===== src/cfg_pin_pkg.sv =====
// shared constants and types for the configuration pin controller
package cfg_pin_pkg;

	localparam int unsigned CLK_HZ         = 100_000_000;
	// internal memory clear time while init is driven low
	localparam int unsigned CLEAR_TIME_NS  = 1000;
	localparam int unsigned CLEAR_CYCLES   =
		(CLEAR_TIME_NS * (CLK_HZ / 1_000_000) + 999) / 1000;
	// pacing of the loader, the read strobe and readback
	localparam int unsigned TICK_DIV       = 4;

	localparam int unsigned FIFO_WIDTH     = 8;
	localparam int unsigned FIFO_DEPTH     = 16;

	// register byte addresses
	localparam logic [7:0] ADDR_CTRL       = 8'h00;
	localparam logic [7:0] ADDR_STATUS     = 8'h04;
	localparam logic [7:0] ADDR_LENGTH     = 8'h08;
	localparam logic [7:0] ADDR_COUNT      = 8'h0c;
	localparam logic [7:0] ADDR_RB_FRAMES  = 8'h10;

	// control register fields
	localparam int unsigned CTRL_FORCE_DONE = 0;
	localparam int unsigned CTRL_BSCAN_SEL  = 1;
	localparam int unsigned CTRL_RB_EN      = 2;
	localparam int unsigned CTRL_HOST_IRQ   = 3;
	localparam int unsigned CTRL_PLL_USED   = 4;
	localparam logic [4:0]  CTRL_RESET      = 5'h00;
	localparam logic [15:0] LENGTH_RESET    = 16'h0000;
	localparam logic [7:0]  RB_FRAMES_RESET = 8'h01;

	// status register field positions
	localparam int unsigned STAT_STATE_LSB = 0;
	localparam int unsigned STAT_MODE_LSB  = 8;
	localparam int unsigned STAT_ERR       = 12;
	localparam int unsigned STAT_RB_BUSY   = 13;
	localparam int unsigned STAT_READY     = 14;

	localparam logic [1:0] RESP_OKAY       = 2'h0;
	localparam logic [1:0] RESP_DECERR     = 2'h3;

	// configuration mode codes carried on the mode select pins
	localparam logic [3:0] MODE_MASTER_SER = 4'h0;
	localparam logic [3:0] MODE_MASTER_PAR = 4'h1;
	localparam logic [3:0] MODE_SLAVE_SER  = 4'h2;
	localparam logic [3:0] MODE_SLAVE_PAR  = 4'h3;
	localparam logic [3:0] MODE_ASYNC_PERI = 4'h4;
	localparam logic [3:0] MODE_HOST_PORT  = 4'h5;
	localparam logic [3:0] MODE_TEST_PORT  = 4'h6;

	typedef enum logic [3:0] {
		ST_CLEAR  = 4'b0001,
		ST_WAIT   = 4'b0010,
		ST_CONFIG = 4'b0100,
		ST_DONE   = 4'b1000
	} cfg_state_t;

	// raw pin inputs, passed through the synchroniser as one word
	typedef struct packed {
		logic       init_n;
		logic [3:0] mode_sel;
		logic       tck;
		logic       tms;
		logic       tdi;
		logic       rb_trig_n;
		logic       select_low_active;
		logic       select_high_active;
		logic       rd_n;
		logic       wr_n;
		logic [7:0] data;
	} pins_in_t;

	// pull-up and high impedance controls active during configuration
	typedef struct packed {
		logic mode_pullup;
		logic pll_ref_clock_pins_hiz;
		logic pll_ref_clock_pins_pullup;
		logic test_pullup;
	} pullups_t;

	// pins handed back to user I/O after configuration
	typedef struct packed {
		logic mode_pins;
		logic ready_pin;
		logic pll_ref_clock_pins;
		logic test_pins;
		logic select_pins;
	} user_io_t;

endpackage : cfg_pin_pkg


===== src/cfg_byte_fifo.sv =====
// byte fifo between the configuration data pins and the loader
`timescale 1ns/100ps
module cfg_byte_fifo #(
	parameter int unsigned WIDTH = 8,
	parameter int unsigned DEPTH = 16
) (
	input  wire logic             clock_i,
	input  wire logic             rst_i,
	input  wire logic             in_valid_i,
	input  wire logic [WIDTH-1:0] in_data_i,
	output logic                  in_ready_o,
	output logic                  out_valid_o,
	output logic [WIDTH-1:0]      out_data_o,
	input  wire logic             out_ready_i
);
	localparam int unsigned AW = $clog2(DEPTH);

	generate
		if (DEPTH < 2 || (1 << AW) != DEPTH || WIDTH < 1) begin : g_chk
			$error("cfg_byte_fifo: depth must be a power of two >= 2");
		end
	endgenerate

	logic [WIDTH-1:0] mem [DEPTH];
	logic [AW-1:0]    wr_ptr;
	logic [AW-1:0]    rd_ptr;
	logic [AW:0]      used;
	logic             push;
	logic             pop;

	assign push = in_valid_i && in_ready_o;
	// the output register is refilled whenever it is empty or drained
	assign pop  = (used != '0) && (!out_valid_o || out_ready_i);

	always_ff @(posedge clock_i) begin
		if (push) begin
			mem[wr_ptr] <= in_data_i;
		end
	end

	always_ff @(posedge clock_i or posedge rst_i) begin
		if (rst_i) begin
			wr_ptr     <= '0;
			rd_ptr     <= '0;
			used       <= '0;
			in_ready_o <= 1'b1;
		end else begin
			if (push) begin
				wr_ptr <= wr_ptr + 1'b1;
			end
			if (pop) begin
				rd_ptr <= rd_ptr + 1'b1;
			end
			used       <= used + {{AW{1'b0}}, push} - {{AW{1'b0}}, pop};
			in_ready_o <= (used + {{AW{1'b0}}, push} - {{AW{1'b0}}, pop})
				< (AW+1)'(DEPTH);
		end
	end

	always_ff @(posedge clock_i or posedge rst_i) begin
		if (rst_i) begin
			out_valid_o <= 1'b0;
			out_data_o  <= '0;
		end else if (pop) begin
			out_valid_o <= 1'b1;
			out_data_o  <= mem[rd_ptr];
		end else if (out_ready_i) begin
			out_valid_o <= 1'b0;
		end
	end

endmodule : cfg_byte_fifo


===== src/config_port_pin_control.sv =====
// configuration and test pin control with an AXI4-Lite register slave
//
// The placing of the registers and the AXI4-Lite slave port were chosen for this implementation.
`timescale 1ns/100ps
module config_port_pin_control
	import cfg_pin_pkg::*;
#(
	parameter int unsigned FIFO_W = FIFO_WIDTH,
	parameter int unsigned FIFO_D = FIFO_DEPTH
) (
	input  wire logic        clock_i,
	input  wire logic        rst_i,
	// AXI4-Lite register slave
	input  wire logic [7:0]  s_axi_awaddr_i,
	input  wire logic        s_axi_awvalid_i,
	output logic             s_axi_awready_o,
	input  wire logic [31:0] s_axi_wdata_i,
	input  wire logic [3:0]  s_axi_wstrb_i,
	input  wire logic        s_axi_wvalid_i,
	output logic             s_axi_wready_o,
	output logic [1:0]       s_axi_bresp_o,
	output logic             s_axi_bvalid_o,
	input  wire logic        s_axi_bready_i,
	input  wire logic [7:0]  s_axi_araddr_i,
	input  wire logic        s_axi_arvalid_i,
	output logic             s_axi_arready_o,
	output logic [31:0]      s_axi_rdata_o,
	output logic [1:0]       s_axi_rresp_o,
	output logic             s_axi_rvalid_o,
	input  wire logic        s_axi_rready_i,
	// internal initialisation results
	input  wire logic        ram_init_fail_i,
	input  wire logic        core_init_fail_i,
	// configuration and test pins
	input  wire pins_in_t    pins_i,
	output logic             init_n_o,
	output logic             init_n_oe_n_o,
	output logic [7:0]       data_o,
	output logic             data_oe_n_o,
	output logic             ready_o,
	output logic             cfg_irq_n_o,
	output logic             rd_data_tdo_o,
	output logic             done_o,
	output pullups_t         pullups_o,
	output user_io_t         user_io_o,
	output cfg_state_t       state_o
);
	generate
		if (FIFO_W != 8 || FIFO_D < 2) begin : g_chk
			$error("config_port_pin_control: fifo must be 8 bits, depth >= 2");
		end
	endgenerate

	localparam int unsigned CLR_W = $clog2(CLEAR_CYCLES + 1);
	localparam int unsigned TCK_W = $clog2(TICK_DIV);

	// pins are asynchronous; only the second and third stages are read
	pins_in_t pin_meta;
	pins_in_t pin_sync;
	pins_in_t pin_prev;

	always_ff @(posedge clock_i or posedge rst_i) begin
		if (rst_i) begin
			pin_meta <= '1;
			pin_sync <= '1;
			pin_prev <= '1;
		end else begin
			pin_meta <= pins_i;
			pin_sync <= pin_meta;
			pin_prev <= pin_sync;
		end
	end

	logic init_rise;
	logic trig_fall;
	logic tck_rise;
	logic wr_fall;
	logic selected;
	assign init_rise = pin_sync.init_n && !pin_prev.init_n;
	assign trig_fall = !pin_sync.rb_trig_n && pin_prev.rb_trig_n;
	assign tck_rise  = pin_sync.tck && !pin_prev.tck;
	assign wr_fall   = !pin_sync.wr_n && pin_prev.wr_n;
	assign selected  = !pin_sync.select_low_active
		&& pin_sync.select_high_active;

	// slow enable for the loader, read strobe and readback
	logic [TCK_W-1:0] div_cnt;
	logic             tick;
	assign tick = (div_cnt == TCK_W'(TICK_DIV - 1));

	always_ff @(posedge clock_i or posedge rst_i) begin
		if (rst_i) begin
			div_cnt <= '0;
		end else begin
			div_cnt <= tick ? '0 : div_cnt + 1'b1;
		end
	end

	// register file
	logic [4:0]  ctrl;
	logic [15:0] length;
	logic [7:0]  rb_frames;
	logic [15:0] byte_count;
	logic [7:0]  signature;
	logic [3:0]  mode;
	cfg_state_t  state;
	logic        rb_busy;
	logic        fifo_in_ready;

	logic        wr_fire;
	logic [7:0]  aw_addr;
	logic [31:0] w_data;
	logic [3:0]  w_strb;

	function automatic logic [31:0] merge(input logic [31:0] old,
		input logic [31:0] val, input logic [3:0] strb);
		logic [31:0] res;
		res = old;
		for (int i = 0; i < 4; i++) begin
			if (strb[i]) begin
				res[i*8 +: 8] = val[i*8 +: 8];
			end
		end
		return res;
	endfunction : merge

	function automatic logic mapped(input logic [7:0] addr);
		return addr == ADDR_CTRL || addr == ADDR_STATUS
			|| addr == ADDR_LENGTH || addr == ADDR_COUNT
			|| addr == ADDR_RB_FRAMES;
	endfunction : mapped

	// write channel: address and data taken in either order
	assign wr_fire = !s_axi_awready_o && !s_axi_wready_o && !s_axi_bvalid_o;

	always_ff @(posedge clock_i or posedge rst_i) begin
		if (rst_i) begin
			s_axi_awready_o <= 1'b1;
			s_axi_wready_o  <= 1'b1;
			s_axi_bvalid_o  <= 1'b0;
			s_axi_bresp_o   <= RESP_OKAY;
			aw_addr         <= '0;
			w_data          <= '0;
			w_strb          <= '0;
		end else begin
			if (s_axi_awvalid_i && s_axi_awready_o) begin
				s_axi_awready_o <= 1'b0;
				aw_addr         <= s_axi_awaddr_i;
			end
			if (s_axi_wvalid_i && s_axi_wready_o) begin
				s_axi_wready_o <= 1'b0;
				w_data         <= s_axi_wdata_i;
				w_strb         <= s_axi_wstrb_i;
			end
			if (wr_fire) begin
				s_axi_bvalid_o <= 1'b1;
				s_axi_bresp_o  <= mapped(aw_addr) ? RESP_OKAY : RESP_DECERR;
			end
			if (s_axi_bvalid_o && s_axi_bready_i) begin
				s_axi_bvalid_o  <= 1'b0;
				s_axi_awready_o <= 1'b1;
				s_axi_wready_o  <= 1'b1;
			end
		end
	end

	always_ff @(posedge clock_i or posedge rst_i) begin
		if (rst_i) begin
			ctrl      <= CTRL_RESET;
			length    <= LENGTH_RESET;
			rb_frames <= RB_FRAMES_RESET;
		end else if (wr_fire) begin
			case (aw_addr)
				ADDR_CTRL: begin
					ctrl <= 5'(merge({27'h0, ctrl}, w_data, w_strb));
				end
				ADDR_LENGTH: begin
					length <= 16'(merge({16'h0, length}, w_data, w_strb));
				end
				ADDR_RB_FRAMES: begin
					rb_frames <= 8'(merge({24'h0, rb_frames}, w_data, w_strb));
				end
				default: begin
				end
			endcase
		end
	end

	logic [31:0] status_word;
	always_comb begin
		status_word = '0;
		status_word[STAT_STATE_LSB +: 4] = state;
		status_word[STAT_MODE_LSB +: 4]  = mode;
		status_word[STAT_ERR]            = ram_init_fail_i || core_init_fail_i;
		status_word[STAT_RB_BUSY]        = rb_busy;
		status_word[STAT_READY]          = fifo_in_ready;
	end

	// read channel answers one cycle after the address is taken
	always_ff @(posedge clock_i or posedge rst_i) begin
		if (rst_i) begin
			s_axi_arready_o <= 1'b1;
			s_axi_rvalid_o  <= 1'b0;
			s_axi_rdata_o   <= '0;
			s_axi_rresp_o   <= RESP_OKAY;
		end else if (s_axi_arvalid_i && s_axi_arready_o) begin
			s_axi_arready_o <= 1'b0;
			s_axi_rvalid_o  <= 1'b1;
			s_axi_rresp_o   <= mapped(s_axi_araddr_i) ? RESP_OKAY : RESP_DECERR;
			case (s_axi_araddr_i)
				ADDR_CTRL:      s_axi_rdata_o <= {27'h0, ctrl};
				ADDR_STATUS:    s_axi_rdata_o <= status_word;
				ADDR_LENGTH:    s_axi_rdata_o <= {16'h0, length};
				ADDR_COUNT:     s_axi_rdata_o <= {16'h0, byte_count};
				ADDR_RB_FRAMES: s_axi_rdata_o <= {24'h0, rb_frames};
				default:        s_axi_rdata_o <= '0;
			endcase
		end else if (s_axi_rvalid_o && s_axi_rready_i) begin
			s_axi_rvalid_o  <= 1'b0;
			s_axi_arready_o <= 1'b1;
		end
	end

	// configuration sequencer
	logic [CLR_W-1:0] clr_cnt;
	logic             load_done;
	logic             configuring;
	assign configuring = (state == ST_CONFIG);
	assign load_done   = ctrl[CTRL_FORCE_DONE]
		|| (length != '0 && byte_count == length);

	always_ff @(posedge clock_i or posedge rst_i) begin
		if (rst_i) begin
			state   <= ST_CLEAR;
			clr_cnt <= '0;
			mode    <= MODE_MASTER_SER;
		end else begin
			case (state)
				ST_CLEAR: begin
					clr_cnt <= clr_cnt + 1'b1;
					if (clr_cnt == CLR_W'(CLEAR_CYCLES - 1)) begin
						state <= ST_WAIT;
					end
				end
				ST_WAIT: begin
					if (init_rise) begin
						mode  <= pin_sync.mode_sel;
						state <= ST_CONFIG;
					end
				end
				ST_CONFIG: begin
					if (load_done) begin
						state <= ST_DONE;
					end
				end
				ST_DONE: begin
				end
				default: begin
					state <= ST_CLEAR;
				end
			endcase
		end
	end

	// init pin is open drain: pulled low only while memory clears
	always_ff @(posedge clock_i or posedge rst_i) begin
		if (rst_i) begin
			init_n_o      <= 1'b0;
			init_n_oe_n_o <= 1'b0;
			done_o        <= 1'b0;
			state_o       <= ST_CLEAR;
		end else begin
			init_n_o      <= 1'b0;
			init_n_oe_n_o <= (state != ST_CLEAR);
			done_o        <= (state == ST_DONE);
			state_o       <= state;
		end
	end

	// byte path into the fifo
	logic       fifo_push;
	logic [7:0] fifo_din;
	logic       fifo_out_valid;
	logic [7:0] fifo_out_data;
	logic       fifo_pop;
	logic       strobe_phase;
	logic       is_async;
	logic       is_master_par;
	assign is_async      = configuring && mode == MODE_ASYNC_PERI;
	assign is_master_par = configuring && mode == MODE_MASTER_PAR;

	// master parallel fetch: strobe low one tick, sample on the next
	always_ff @(posedge clock_i or posedge rst_i) begin
		if (rst_i) begin
			strobe_phase <= 1'b0;
		end else if (!is_master_par) begin
			strobe_phase <= 1'b0;
		end else if (tick) begin
			strobe_phase <= !strobe_phase && fifo_in_ready && !load_done;
		end
	end

	always_comb begin
		fifo_push = 1'b0;
		fifo_din  = pin_sync.data;
		if (is_async) begin
			// a write strobe overrides a simultaneous read
			fifo_push = wr_fall && selected;
		end else if (is_master_par) begin
			fifo_push = tick && strobe_phase;
		end
	end

	cfg_byte_fifo #(
		.WIDTH (FIFO_W),
		.DEPTH (FIFO_D)
	) u_fifo (
		.clock_i     (clock_i),
		.rst_i       (rst_i),
		.in_valid_i  (fifo_push),
		.in_data_i   (fifo_din),
		.in_ready_o  (fifo_in_ready),
		.out_valid_o (fifo_out_valid),
		.out_data_o  (fifo_out_data),
		.out_ready_i (fifo_pop)
	);

	// loader drains one byte per tick and folds it into a signature
	assign fifo_pop = tick && configuring;

	always_ff @(posedge clock_i or posedge rst_i) begin
		if (rst_i) begin
			byte_count <= '0;
			signature  <= '0;
		end else if (fifo_pop && fifo_out_valid) begin
			byte_count <= byte_count + 1'b1;
			signature  <= {signature[6:0], signature[7]} ^ fifo_out_data;
		end
	end

	// ready pin: byte space or read strobe
	always_ff @(posedge clock_i or posedge rst_i) begin
		if (rst_i) begin
			ready_o <= 1'b0;
		end else if (is_async) begin
			ready_o <= fifo_in_ready;
		end else if (is_master_par) begin
			ready_o <= !strobe_phase;
		end else begin
			ready_o <= 1'b0;
		end
	end

	// status read returns ready on bit 7
	always_ff @(posedge clock_i or posedge rst_i) begin
		if (rst_i) begin
			data_o      <= '0;
			data_oe_n_o <= 1'b1;
		end else begin
			data_o      <= {fifo_in_ready, 7'h00};
			data_oe_n_o <= !(is_async && selected && !pin_sync.rd_n
				&& pin_sync.wr_n);
		end
	end

	// error flag or host interrupt on the shared pin
	always_ff @(posedge clock_i or posedge rst_i) begin
		if (rst_i) begin
			cfg_irq_n_o <= 1'b1;
		end else if (mode == MODE_HOST_PORT && state != ST_WAIT
			&& state != ST_CLEAR) begin
			cfg_irq_n_o <= !ctrl[CTRL_HOST_IRQ];
		end else if (configuring) begin
			cfg_irq_n_o <= !(ram_init_fail_i || core_init_fail_i);
		end else begin
			cfg_irq_n_o <= 1'b1;
		end
	end

	// boundary scan: a one-bit bypass path loaded on rising test clock edges while tms is low
	logic scan_active;
	logic tdo_bit;
	// scan dies after configuration unless selected
	assign scan_active = (state != ST_DONE) || ctrl[CTRL_BSCAN_SEL];

	always_ff @(posedge clock_i or posedge rst_i) begin
		if (rst_i) begin
			tdo_bit <= 1'b0;
		end else if (!scan_active) begin
			tdo_bit <= 1'b0;
		end else if (tck_rise && !pin_sync.tms) begin
			tdo_bit <= pin_sync.tdi;
		end
	end

	// readback: each frame is its address folded with the signature
	logic [7:0] rb_frame;
	logic [7:0] rb_shift;
	logic [2:0] rb_bit;

	always_ff @(posedge clock_i or posedge rst_i) begin
		if (rst_i) begin
			rb_busy  <= 1'b0;
			rb_frame <= '0;
			rb_shift <= '0;
			rb_bit   <= '0;
		end else if (!rb_busy) begin
			// trigger edge starts at frame zero
			if (trig_fall && ctrl[CTRL_RB_EN] && state == ST_DONE) begin
				rb_busy  <= 1'b1;
				rb_frame <= '0;
				rb_shift <= signature;
				rb_bit   <= '0;
			end
		end else if (tick) begin
			rb_bit   <= rb_bit + 1'b1;
			rb_shift <= {1'b0, rb_shift[7:1]};
			if (rb_bit == 3'h7) begin
				rb_frame <= rb_frame + 1'b1;
				rb_shift <= (rb_frame + 1'b1) ^ signature;
				if (rb_frame + 1'b1 == rb_frames) begin
					rb_busy <= 1'b0;
				end
			end
		end
	end

	// scan output or readback data on the shared pin
	always_ff @(posedge clock_i or posedge rst_i) begin
		if (rst_i) begin
			rd_data_tdo_o <= 1'b0;
		end else if (ctrl[CTRL_BSCAN_SEL] || configuring) begin
			rd_data_tdo_o <= tdo_bit;
		end else begin
			rd_data_tdo_o <= rb_busy && rb_shift[0];
		end
	end

	always_ff @(posedge clock_i or posedge rst_i) begin
		if (rst_i) begin
			pullups_o <= '1;
			user_io_o <= '0;
		end else begin
			pullups_o <= {4{state != ST_DONE}};
			// unclaimed pins return to user I/O
			user_io_o.mode_pins          <= (state == ST_DONE);
			user_io_o.ready_pin          <= (state == ST_DONE);
			user_io_o.pll_ref_clock_pins <= (state == ST_DONE)
				&& !ctrl[CTRL_PLL_USED];
			user_io_o.test_pins          <= (state == ST_DONE)
				&& !ctrl[CTRL_BSCAN_SEL];
			user_io_o.select_pins        <= (state == ST_DONE)
				&& mode != MODE_HOST_PORT;
		end
	end

endmodule : config_port_pin_control


===== config.mk =====
export PLATFORM = sky130hd
export DESIGN_NAME = config_port_pin_control
export DESIGN_NICKNAME = d
export VERILOG_FILES = /design/src/cfg_pin_pkg.sv /design/src/cfg_byte_fifo.sv /design/src/config_port_pin_control.sv
export SDC_FILE = /design/constraint.sdc
export NUM_CORES = 1
export LEC_CHECK = 0
export ABC_AREA = 1
export BUFFER_PORTS_ARGS = -buffer_cell sky130_fd_sc_hd__buf_2
export CAP_MARGIN = 20
export CORE_MARGIN = 1.5
export CORE_UTILIZATION = 55
export CTS_BUF_LIST = sky130_fd_sc_hd__clkbuf_8
export CTS_CLUSTER_DIAMETER = 50
export DETAILED_ROUTE_END_ITERATION = 16
export PLACE_DENSITY_LB_ADDON = 0.12
export SLEW_MARGIN = 20
export SYNTH_ARGS = -nofsm -noshare
export SYNTH_HDL_FRONTEND = slang
export SYNTH_HIERARCHICAL = 1
export SYNTH_SLANG_ARGS = --single-unit

===== constraint.sdc =====
create_clock -name clock_i -period 14.2 [get_ports clock_i]
set_input_delay 2.84 -clock clock_i [delete_from_list [all_inputs] [get_ports clock_i]]
set_output_delay 2.84 -clock clock_i [all_outputs]
set_load 0.03 [all_outputs]

==> results.sh, run 1 <==
export IMPL_status="finished clean"
export IMPL_dr_total_vias=11000
export IMPL_p_leak_nw=8.36
export IMPL_grt_pass1_wl_um=53300
export IMPL_synth_edf_count=128
export IMPL_worst_pin_slew_ns=0.988
export IMPL_area_growth_pct=12.8
export IMPL_min_period_ns=4.15
export IMPL_fmaxAchievable_ghz=0.241
export IMPL_syn_cell_area_sq_mm=0.0156
export IMPL_p_sw_uw=609
export IMPL_seqPwrFrac_pct=50.0
export IMPL_postCtsHoldBufs=0
export IMPL_final_setup_tns_ns=0
export IMPL_wl_per_cell_um=15.6
export IMPL_ys_seq_elements=353
export IMPL_diodes=0
export IMPL_io_buffers=108
export IMPL_rows=61
export IMPL_cts_tree="built"
export IMPL_ys_top_cells_by_area="dfrtp_1 (27%), edfxtp_1 (25%), nand2_1 (11%)"
export IMPL_path_class="flip-flop to primary output"
export IMPL_crit_family="flip-flops"
export IMPL_grt_pass1_vias=10300
export IMPL_finalPower_mw=2.36
export IMPL_grt_use_total_pct=23.5
export IMPL_yosys_warnings=6
export IMPL_syn_inst=1623
export IMPL_clk_pin_slew_worst_paths_ns=0.06
export IMPL_ios=151
export IMPL_synth_distinct_cells=51
export IMPL_async_reset_ff_share_pct=63.7
export IMPL_nets=1845
export IMPL_drt_iter0_markers=815
export IMPL_dieArea_sq_mm=0.0294
export IMPL_worstPathMaxFanout=3
export IMPL_critPathRequiredTime_ns=11.36
export IMPL_critPathMaxStageDelay_ns=0.54
export IMPL_slew_viol_final=0
export IMPL_worstPathCellList="buf_2"
export IMPL_core_region_area_sq_mm=0.0279
export IMPL_dieHeight_um=171
export IMPL_setup_violations=0
export IMPL_cts_setup_buffers=0
export IMPL_drc=0
export IMPL_layout_drive_gt1_share_pct=16.5
export IMPL_holdCritPathClass="flip-flop to flip-flop"
export IMPL_hpwl_um=22500
export IMPL_insertion_delay_ns=0.59
export IMPL_place_inst=2063
export IMPL_peakVddDrop_uv=76.7
export IMPL_firstDrtPassIters=5
export IMPL_internal_power_mw=1.75
export IMPL_fin_skew_ns=0.0267
export IMPL_crit_arrival_ns=1.31
export IMPL_post_synth_cell_area_avg_sq_um=9.62
export IMPL_timing_final_ws_setup_ns=10.05
export IMPL_final_hold_viol_count=0
export IMPL_start_util_pct=56.0
export IMPL_fin_cells=2171
export IMPL_h_tree_depth=2
export IMPL_cts_resized_gates=0
export IMPL_synth_top_area_share_pct=27.1
export IMPL_clockBufferDepth=3
export IMPL_clkPwrFrac_pct=39.6
export IMPL_switching_share_pct=25.8
export IMPL_preCtsSetupSlack_ns=9.69
export IMPL_critical_path_buf_inv_count=1
export IMPL_maxCapViolCount=0
export IMPL_timing_hold_ws_ns=0.352
export IMPL_cts_buffers=57
export IMPL_ys_seq_area_share_pct=61.2
export IMPL_clock_sinks=353
export IMPL_crit_slowest_cell="dfstp_2"
export IMPL_critPathCaptureType="primary output"
export IMPL_combPwrFrac_pct=10.4
export IMPL_wirelength_um=33900
export IMPL_grt_start_max_net_pins=145
export IMPL_rsz0062_at_grt="no"
export IMPL_dieWidth_um=171
export IMPL_powerDensity_mw_per_mm2=134
export IMPL_final_antenna_net_count=0
export IMPL_cts_root_buffer="clkbuf_8"
export IMPL_routed_via_density=5.06
export IMPL_gp_congestion=0.901
export IMPL_slew_limit_headroom_pct=34.1
export IMPL_worst_setup_path_start_kind="flip-flop"
export IMPL_synth_area_leader_cell="dfrtp_1"
export IMPL_grt_antenna_before_repair=0
export IMPL_grt_ovfl_total=0
export IMPL_synth_ff_type="dfrtp_1"
export IMPL_fin_crit_sh_pct=29.3
cells in the mapped netlist, types with 8 or more instances:
cell type,instances
edfxtp_1,128
inv_1,230
o22ai_1,22
buf_2,18
xnor2_1,11
o21ai_2,8
o21ai_0,69
nand3_1,129
o211ai_1,8
dfstp_2,56
nand4_1,11
mux2_2,8
ha_1,17
xor2_1,30
nand2_1,449
a21oi_1,43
nor2_1,107
clkbuf_1,10
buf_4,41
dfrtp_1,169
cells in the final DEF, fill, tap and decap left out, types with 43 or more instances in the layout:
cell type	instances
clkbuf_8	80
nor2_1	107
buf_2	108
o21ai_0	69
dfrtp_1	168
nand2_1	449
inv_1	243
nand3_1	129
edfxtp_1	128
a21oi_1	43
dfstp_2	56
through the flow:
| step | cell area [sq um] | utilization [%] |
|---|---|---|
| 2_1_floorplan | 15700 | - |
| 3_3_place_gp | 16300 | 58.3 |
| 3_5_place_dp | 16300 | 58.5 |
| 4_1_cts | 17600 | 63.1 |
| 5_1_grt | 17600 | 63.2 |
| 6_report | 17600 | 63.2 |
routing by layer:
metal / global-route usage [%] / up-vias / part of all wire [%]
li1: - / 5403 / -
met1: 33.7 / 5225 / 45
met2: 37.8 / 303 / 48
met3: 3.43 / 46 / 5.8
met4: 5.95 / 0 / 1.6
met5: 0 / - / 0
state kept, by name, summed over array words and instances (netlist names), 5 cells and up:
signal / count
u_fifo/mem: 128
u_fifo/out_data_o: 8
signature: 8
rb_frames: 8
s_axi_rdata_o: 16
clr_cnt: 7
length: 16
ctrl: 5
w_data: 16
rb_frame: 8
u_fifo/used: 5
pin_sync: 13
rb_shift: 8
fifo_din: 8
pin_meta: 21
aw_addr: 8
byte_count: 16
worst register-to-register path, cell delays in order, from the launching register on:
cell	delay, ns
dfrtp_1	0.35
ha_1	0.34
inv_1	0.21
nor2_4	0.17
inv_1	0.05
nand2_1	0.08
nand2_1	0.30
inv_1	0.50
ha_1	0.33
inv_1	0.06
ha_1	0.16
inv_1	0.06
fa_1	0.39
o21ai_0	0.25
xor2_1	0.23
inv_1	0.06
path summary, 6_finish.rpt:
kind / depth (start not counted) / slack, ns / to / start
min reg2reg: 0 / 0.35 / pin_sync[15] / pin_meta[15]
max in group asynchronous: 3 / 10.36 / aw_addr[4] / rst_i
max: 1 / 10.05 / s_axi_arready_o / s_axi_arready_o
max reg2reg: 15 / 10.59 / u_fifo/used[4] / div_cnt[0]
min: 0 / 0.35 / pin_sync[15] / pin_meta[15]
min in group asynchronous: 2 / 2.30 / u_fifo/rd_ptr[0] / rst_i
area by class of cell:
| type | count | area (sq um) |
|---|---|---|
| Clock buffer | 80 | 1100 |
| Clock inverter | 27 | 185 |
| Fill cell | 2371 | 10300 |
| Inverter | 234 | 886 |
| Multi-Input combinational cell | 984 | 4780 |
| Sequential cell | 353 | 9550 |
| Tap cell | 378 | 473 |
| Timing Repair Buffer | 115 | 633 |
power groups by stage:
stage	logic, mW	clock network (mW)	registers (mW)
after floorplan	0.166	0	1.21
after global placement	0.239	0	1.20
after detailed placement	0.245	0	1.20
after CTS	0.246	0.956	1.18
after global routing	0.276	1.01	1.19
final	0.244	0.936	1.18
cells by family after synthesis:
group           share of synthesized area, %
simple gates                            19.8
flops                                   61.2
buf+inv                                 8.80
compound gates                          5.88
xor+xnor                                2.30
fa+ha+maj                               1.49
mux                                    0.577
other cells                           0.0240
No activity file was read; power rests on OpenSTA's default activity.
==> run 2, diff against run 1 <==
--- a/config.mk
+++ b/config.mk
@@ -5,7 +5,7 @@
 export SDC_FILE = /design/constraint.sdc
 export NUM_CORES = 1
 export LEC_CHECK = 0
-export ABC_AREA = 1
+export ABC_AREA = 0
 export BUFFER_PORTS_ARGS = -buffer_cell sky130_fd_sc_hd__buf_2
 export CAP_MARGIN = 20
 export CORE_MARGIN = 1.5
==> constraint.sdc (replaced) <==
create_clock -name clock_i -period 3.7 [get_ports clock_i]
set_input_delay 0.74 -clock clock_i [delete_from_list [all_inputs] [get_ports clock_i]]
set_output_delay 0.74 -clock clock_i [all_outputs]
set_load 0.03 [all_outputs]
==> results.sh, run 2 <==
export IMPL_status="finished clean"
export IMPL_area_growth_pct=12.7
export IMPL_fin_skew_ns=0.0385
export IMPL_ys_seq_area_share_pct=64.1
export IMPL_routed_via_density=5.48
export IMPL_cts_buffers=56
export IMPL_drt_iter0_markers=579
export IMPL_async_reset_ff_share_pct=63.7
export IMPL_grt_use_total_pct=21.8
export IMPL_cts_tree="built"
export IMPL_setup_violations=0
export IMPL_slew_viol_final=0
export IMPL_dr_total_vias=8585
export IMPL_final_hold_viol_count=0
export IMPL_critPathRequiredTime_ns=4.17
export IMPL_synth_area_leader_cell="dfrtp_1"
export IMPL_dieHeight_um=167
export IMPL_final_setup_tns_ns=0
export IMPL_start_util_pct=55.7
export IMPL_insertion_delay_ns=0.60
export IMPL_p_leak_nw=7.19
export IMPL_peakVddDrop_uv=399
export IMPL_ys_top_cells_by_area="dfrtp_1 (28%), edfxtp_1 (26%), dfstp_2 (9.9%)"
export IMPL_postCtsHoldBufs=0
export IMPL_clock_sinks=353
export IMPL_maxCapViolCount=0
export IMPL_critPathMaxStageDelay_ns=0.55
export IMPL_slew_limit_headroom_pct=40.3
export IMPL_drc=0
export IMPL_hpwl_um=20300
export IMPL_synth_top_area_share_pct=28.4
export IMPL_final_cell_mix="dfrtp_1 (169), edfxtp_1 (128), buf_2 (108)"
export IMPL_layout_drive_gt1_share_pct=28.7
export IMPL_core_region_area_sq_mm=0.0267
export IMPL_synth_edf_count=128
export IMPL_grt_ovfl_total=0
export IMPL_syn_cell_area_sq_mm=0.0149
export IMPL_wirelength_um=29900
export IMPL_yosysMostFrequentCell="dfrtp_1"
export IMPL_ios=151
export IMPL_worst_setup_path_start_kind="flip-flop"
export IMPL_timing_final_ws_setup_ns=0.245
export IMPL_cts_root_buffer="clkbuf_8"
export IMPL_critPathCaptureType="flip-flop"
export IMPL_gp_congestion=0.835
export IMPL_crit_slowest_cell="or4b_4"
export IMPL_wl_per_cell_um=19.0
export IMPL_timing_hold_ws_ns=0.235
export IMPL_rsz0062_at_grt="no"
export IMPL_h_tree_depth=2
export IMPL_nets=1280
export IMPL_worstPathMaxFanout=3
export IMPL_powerDensity_mw_per_mm2=502
export IMPL_preCtsSetupSlack_ns=0.0493
export IMPL_holdCritPathClass="input pin to asynchronous set/reset pin"
export IMPL_dieWidth_um=167
export IMPL_rows=60
export IMPL_final_common_cell="dfrtp_1"
export IMPL_multi_input_area_sq_mm=0.00489
export IMPL_clk_pin_slew_worst_paths_ns=0.07
export IMPL_grt_start_max_net_pins=104
export IMPL_largest_reg_flops=128
export IMPL_firstDrtPassIters=5
export IMPL_clockBufferDepth=3
export IMPL_fmaxAchievable_ghz=0.289
export IMPL_top_regs="u_fifo/mem x128, pin_meta x21"
export IMPL_grt_pass1_wl_um=47300
export IMPL_syn_inst=1036
export IMPL_worstPathCellList="or4b_4 -> nor3_4 -> nand4b_1 -> o32ai_2 -> buf_4 -> nand2_1 -> ha_1 -> inv_1 -> ha_1 -> inv_1 -> fa_1 -> nand2b_1 -> a21oi_1 -> nor2_1 -> xnor2_1"
export IMPL_yosys_warnings=6
export IMPL_dieArea_sq_mm=0.0280
export IMPL_fin_crit_sh_pct=93.4
export IMPL_synth_distinct_cells=68
export IMPL_largest_register="u_fifo/mem"
export IMPL_post_synth_cell_area_avg_sq_um=14.4
export IMPL_worst_pin_slew_ns=0.894
export IMPL_crit_arrival_ns=3.92
export IMPL_final_antenna_net_count=0
export IMPL_ys_seq_elements=353
export IMPL_synthTopCellsByCount="dfrtp_1 (169), edfxtp_1 (128), mux2_2 (67), nand2_1 (67), dfstp_2 (56)"
export IMPL_grt_antenna_before_repair=0
export IMPL_diodes=0
export IMPL_path_class="flip-flop to flip-flop"
export IMPL_synth_ff_type="dfrtp_1"
export IMPL_io_buffers=108
export IMPL_min_period_ns=3.46
export IMPL_fillers=2090
export IMPL_seqCellArea_sq_mm=0.00954
export IMPL_grt_pass1_vias=8513
==> run 2: per-layer routing <==
metal	vias to the layer above	GRT usage (%)	wire [um]
li1	4049	-	-
met1	4278	32.4	13900
met2	217	33.9	14000
met3	41	3.78	1500
met4	0	5.29	438
met5	-	0	0
==> run 2: report_power, final <==
group	total, mW	switching, mW	internal (mW)
logic	0.723	0.386	0.337
clock network	3.12	1.49	1.63
registers	4.58	0.243	4.34
==> run 2: final timing paths <==
kind                             start             end  slack [ns]  depth (start not counted)
min in group clock_i        pins_i[14]    pin_meta[14]        0.24                          1
max in group asynchronous        rst_i    pin_sync[13]        2.50                          3
hold reg to reg            pin_meta[3]     fifo_din[3]        0.35                          0
setup / recovery              state[0]  u_fifo/used[4]        0.24                         15
hold / removal                   rst_i      aw_addr[2]        0.24                          2
setup reg to reg              state[0]  u_fifo/used[4]        0.24                         15
==> run 2: final cells by class <==
cell class | count | share of cell area (%)
clock inverters | 42 | 1.24
flip-flops and latches | 353 | 56.9
multi-input cells | 613 | 29.2
inverters | 27 | 0.634
clock buffers | 63 | 5.17
repair buffers | 129 | 4.36
well taps | 341 | 2.54
==> run 2: kinds of logic after synthesis <==
kind of cell,after synthesis,synth area share [%]
buffers and inverters,93,3.72
flip-flops,353,64.1
XOR/XNOR,68,4.00
other,1,0.0252
adder cells (fa/ha/maj),18,1.56
AO/OA/AOI/OAI,139,5.84
AND/OR/NAND/NOR,238,8.53
multiplexers,126,12.2
==> run 2: timing repair <==
action | in CTS | in global routing
gates resized for setup | 0 | 4
buffers inserted | 0 | 2
endpoints found under the setup margin | 0 | 2
==> run 2: worst max-delay path: cells and delay by family, from the launching register on <==
family | cells | cell delay (ns)
AOI/OAI and AO/OA | 2 | 0.43
adders and majority gates | 3 | 0.85
and+or+nand+nor | 6 | 1.29
buffers and inverters | 3 | 0.27
DFF | 1 | 0.37
xor gates and xnor gates | 1 | 0.13
==> run 2: through the flow <==
| stage | instances | utilization [%] | area, sq um | power (mW) |
|---|---|---|---|---|
| final | 1568 | 62.8 | 16800 | 8.42 |
| after global placement | 1460 | 58.5 | 15600 | 5.35 |
| after CTS | 1565 | 62.6 | 16700 | 8.51 |
| after detailed placement | 1460 | 58.5 | 15600 | 5.37 |
| after floorplan | 1059 | - | 15000 | 5.13 |
| after global routing | 1568 | 62.8 | 16800 | 8.78 |
==> run 3, diff against run 2 <==
==> constraint.sdc (replaced) <==
create_clock -name clock_i -period 3.7 [get_ports clock_i]
set_input_delay 0.555 -clock clock_i [delete_from_list [all_inputs] [get_ports clock_i]]
set_output_delay 0.555 -clock clock_i [all_outputs]
set_load 0.03 [all_outputs]
==> results.sh, run 3 (synthesized netlist as in run 2, its figures left out) <==
export IMPL_core_region_area_sq_mm=0.0267
export IMPL_final_area_sq_mm=0.0168
export IMPL_diodes=0
export IMPL_cts_buffers=55
export IMPL_r2r_slack_ns=0.25
export IMPL_worst_pin_slew_ns=1.11
export IMPL_critical_path_buf_inv_count=3
export IMPL_cts_root_buffer="clkbuf_8"
export IMPL_postCtsHoldBufs=0
export IMPL_seqCellArea_sq_mm=0.00954
export IMPL_top_regs="u_fifo/mem x128, pin_meta x21"
export IMPL_drt_iter0_markers=679
export IMPL_worstPathCellList="or4b_2 -> nor3_4 -> nand4b_1 -> o32ai_2 -> buf_4 -> nand2_1 -> ha_1 -> inv_1 -> ha_1 -> inv_1 -> fa_2 -> nand2b_1 -> a21oi_1 -> nor2_1 -> xnor2_1"
export IMPL_fin_skew_ns=0.0264
export IMPL_grt_pass1_vias=8608
export IMPL_io_buffers=108
export IMPL_start_util_pct=55.7
export IMPL_status="finished clean"
export IMPL_clock_sinks=353
export IMPL_path_class="flip-flop to flip-flop"
export IMPL_critPathRequiredTime_ns=4.17
export IMPL_dieWidth_um=167
export IMPL_final_hold_viol_count=0
export IMPL_largest_reg_flops=128
export IMPL_crit_arrival_ns=3.92
export IMPL_h_tree_depth=2
export IMPL_hpwl_um=20500
export IMPL_layout_drive_gt1_share_pct=29.3
export IMPL_cts_tree="built"
export IMPL_slew_limit_headroom_pct=26.0
export IMPL_final_antenna_net_count=0
export IMPL_ios=151
export IMPL_final_setup_tns_ns=0
export IMPL_fin_crit_sh_pct=93.3
export IMPL_nets=1278
export IMPL_grt_pass1_wl_um=47600
export IMPL_multi_input_area_sq_mm=0.00489
export IMPL_slew_viol_final=0
export IMPL_p_leak_nw=7.16
export IMPL_largest_register="u_fifo/mem"
export IMPL_placed_area_sq_mm=0.0156
export IMPL_grt_antenna_before_repair=0
export IMPL_holdCritPathClass="input pin to flip-flop"
export IMPL_worst_setup_path_start_kind="flip-flop"
export IMPL_peakVddDrop_uv=578
export IMPL_grt_start_max_net_pins=93
export IMPL_grt_use_total_pct=22.0
export IMPL_rsz0062_at_grt="no"
export IMPL_drc=0
export IMPL_finalPower_mw=8.50
export IMPL_final_common_cell="dfrtp_1"
export IMPL_worstPathMaxFanout=3
export IMPL_wl_per_cell_um=19.0
export IMPL_wirelength_um=29800
export IMPL_powerDensity_mw_per_mm2=506
export IMPL_clockBufferDepth=3
export IMPL_setup_violations=0
export IMPL_firstDrtPassIters=4
export IMPL_clk_pin_slew_worst_paths_ns=0.06
export IMPL_routed_via_density=5.52
export IMPL_dieArea_sq_mm=0.0280
export IMPL_insertion_delay_ns=0.59
export IMPL_area_growth_pct=12.9
export IMPL_rows=60
export IMPL_final_cell_mix="dfrtp_1 (169), edfxtp_1 (128), buf_2 (108)"
export IMPL_crit_family="simple AND/OR/NAND/NOR gates"
export IMPL_crit_slowest_cell="or4b_2"
export IMPL_gp_congestion=0.853
export IMPL_dieHeight_um=167
export IMPL_dr_total_vias=8632
export IMPL_critPathCaptureType="flip-flop"
export IMPL_fmaxAchievable_ghz=0.290
export IMPL_fillers=2083
export IMPL_maxCapViolCount=0
export IMPL_critPathMaxStageDelay_ns=0.72
export IMPL_grt_ovfl_total=0
export IMPL_timing_hold_ws_ns=0.0537
export IMPL_min_period_ns=3.45
-- run 3: changes by cell type in the layout (fill, tap and decap cells not counted), sizes merged --
cell,previous run,this run
clkbuf,63,64
buf,129,128
clkinv,1,11
inv,65,52
clkinvlp,2,1
bufinv,1,2
-- run 3: metrics by stage --
stage | setup WS, ns | std cells | utilization [%]
floorplan | 0.189 | 1059 | -
global placement | 0.163 | 1459 | 58.5
detailed placement | 0.128 | 1459 | 58.5
CTS | 0.108 | 1562 | 62.7
global route | 0.0520 | 1565 | 62.8
finish | 0.249 | 1565 | 62.8
-- run 3: layer usage --
metal  part of all wire [%]  up-vias  global-route usage (%)  wire length (um)
met4                    1.5        0                    5.99               450
li1                       -     4051                       -                 -
met2                     47      207                    33.8             13900
met1                     47     4339                    32.3             14000
met3                    4.8       35                    4.14              1430
met5                      0        -                       0                 0
-- run 3: final cells by class --
| type | count | share of cell area, % |
|---|---|---|
| inverters | 27 | 0.633 |
| flip-flops and latches | 353 | 56.8 |
| repair buffers | 128 | 4.26 |
| clock buffers | 64 | 5.24 |
| well taps | 341 | 2.54 |
| multi-input cells | 613 | 29.1 |
| clock inverters | 39 | 1.39 |
-- run 3: worst paths after layout --
check,from,to,cells after the start
max,state[0],u_fifo/used[4],15
min,pins_i[8],pin_meta[8],1
max reg2reg,state[0],u_fifo/used[4],15
min reg2reg,pin_meta[0],fifo_din[0],0
max in group asynchronous,rst_i,pin_meta[13],3
min in group asynchronous,rst_i,aw_addr[0],2
-- run 3: worst register-to-register path, stage by stage (launching register included) --
cell and delay [ns]:
dfstp_2 0.36, or4b_2 0.72, nor3_4 0.22, nand4b_1 0.16, o32ai_2 0.23, buf_4 0.15
nand2_1 0.07, ha_1 0.30, inv_1 0.05, ha_1 0.15, inv_1 0.06, fa_2 0.35
nand2b_1 0.16, a21oi_1 0.15, nor2_1 0.08, xnor2_1 0.12
-- run 3: report_power, final --
| part | total (mW) | internal [mW] | switching (mW) |
|---|---|---|---|
| combinational | 0.712 | 0.332 | 0.380 |
| sequential | 4.58 | 4.34 | 0.246 |
| clock | 3.20 | 1.73 | 1.47 |
-- run 3: repair_timing --
| action | in CTS | in global routing |
|---|---|---|
| setup buffers | 0 | 3 |
| setup endpoints to repair | 0 | 2 |
| gates resized for setup | 0 | 4 |
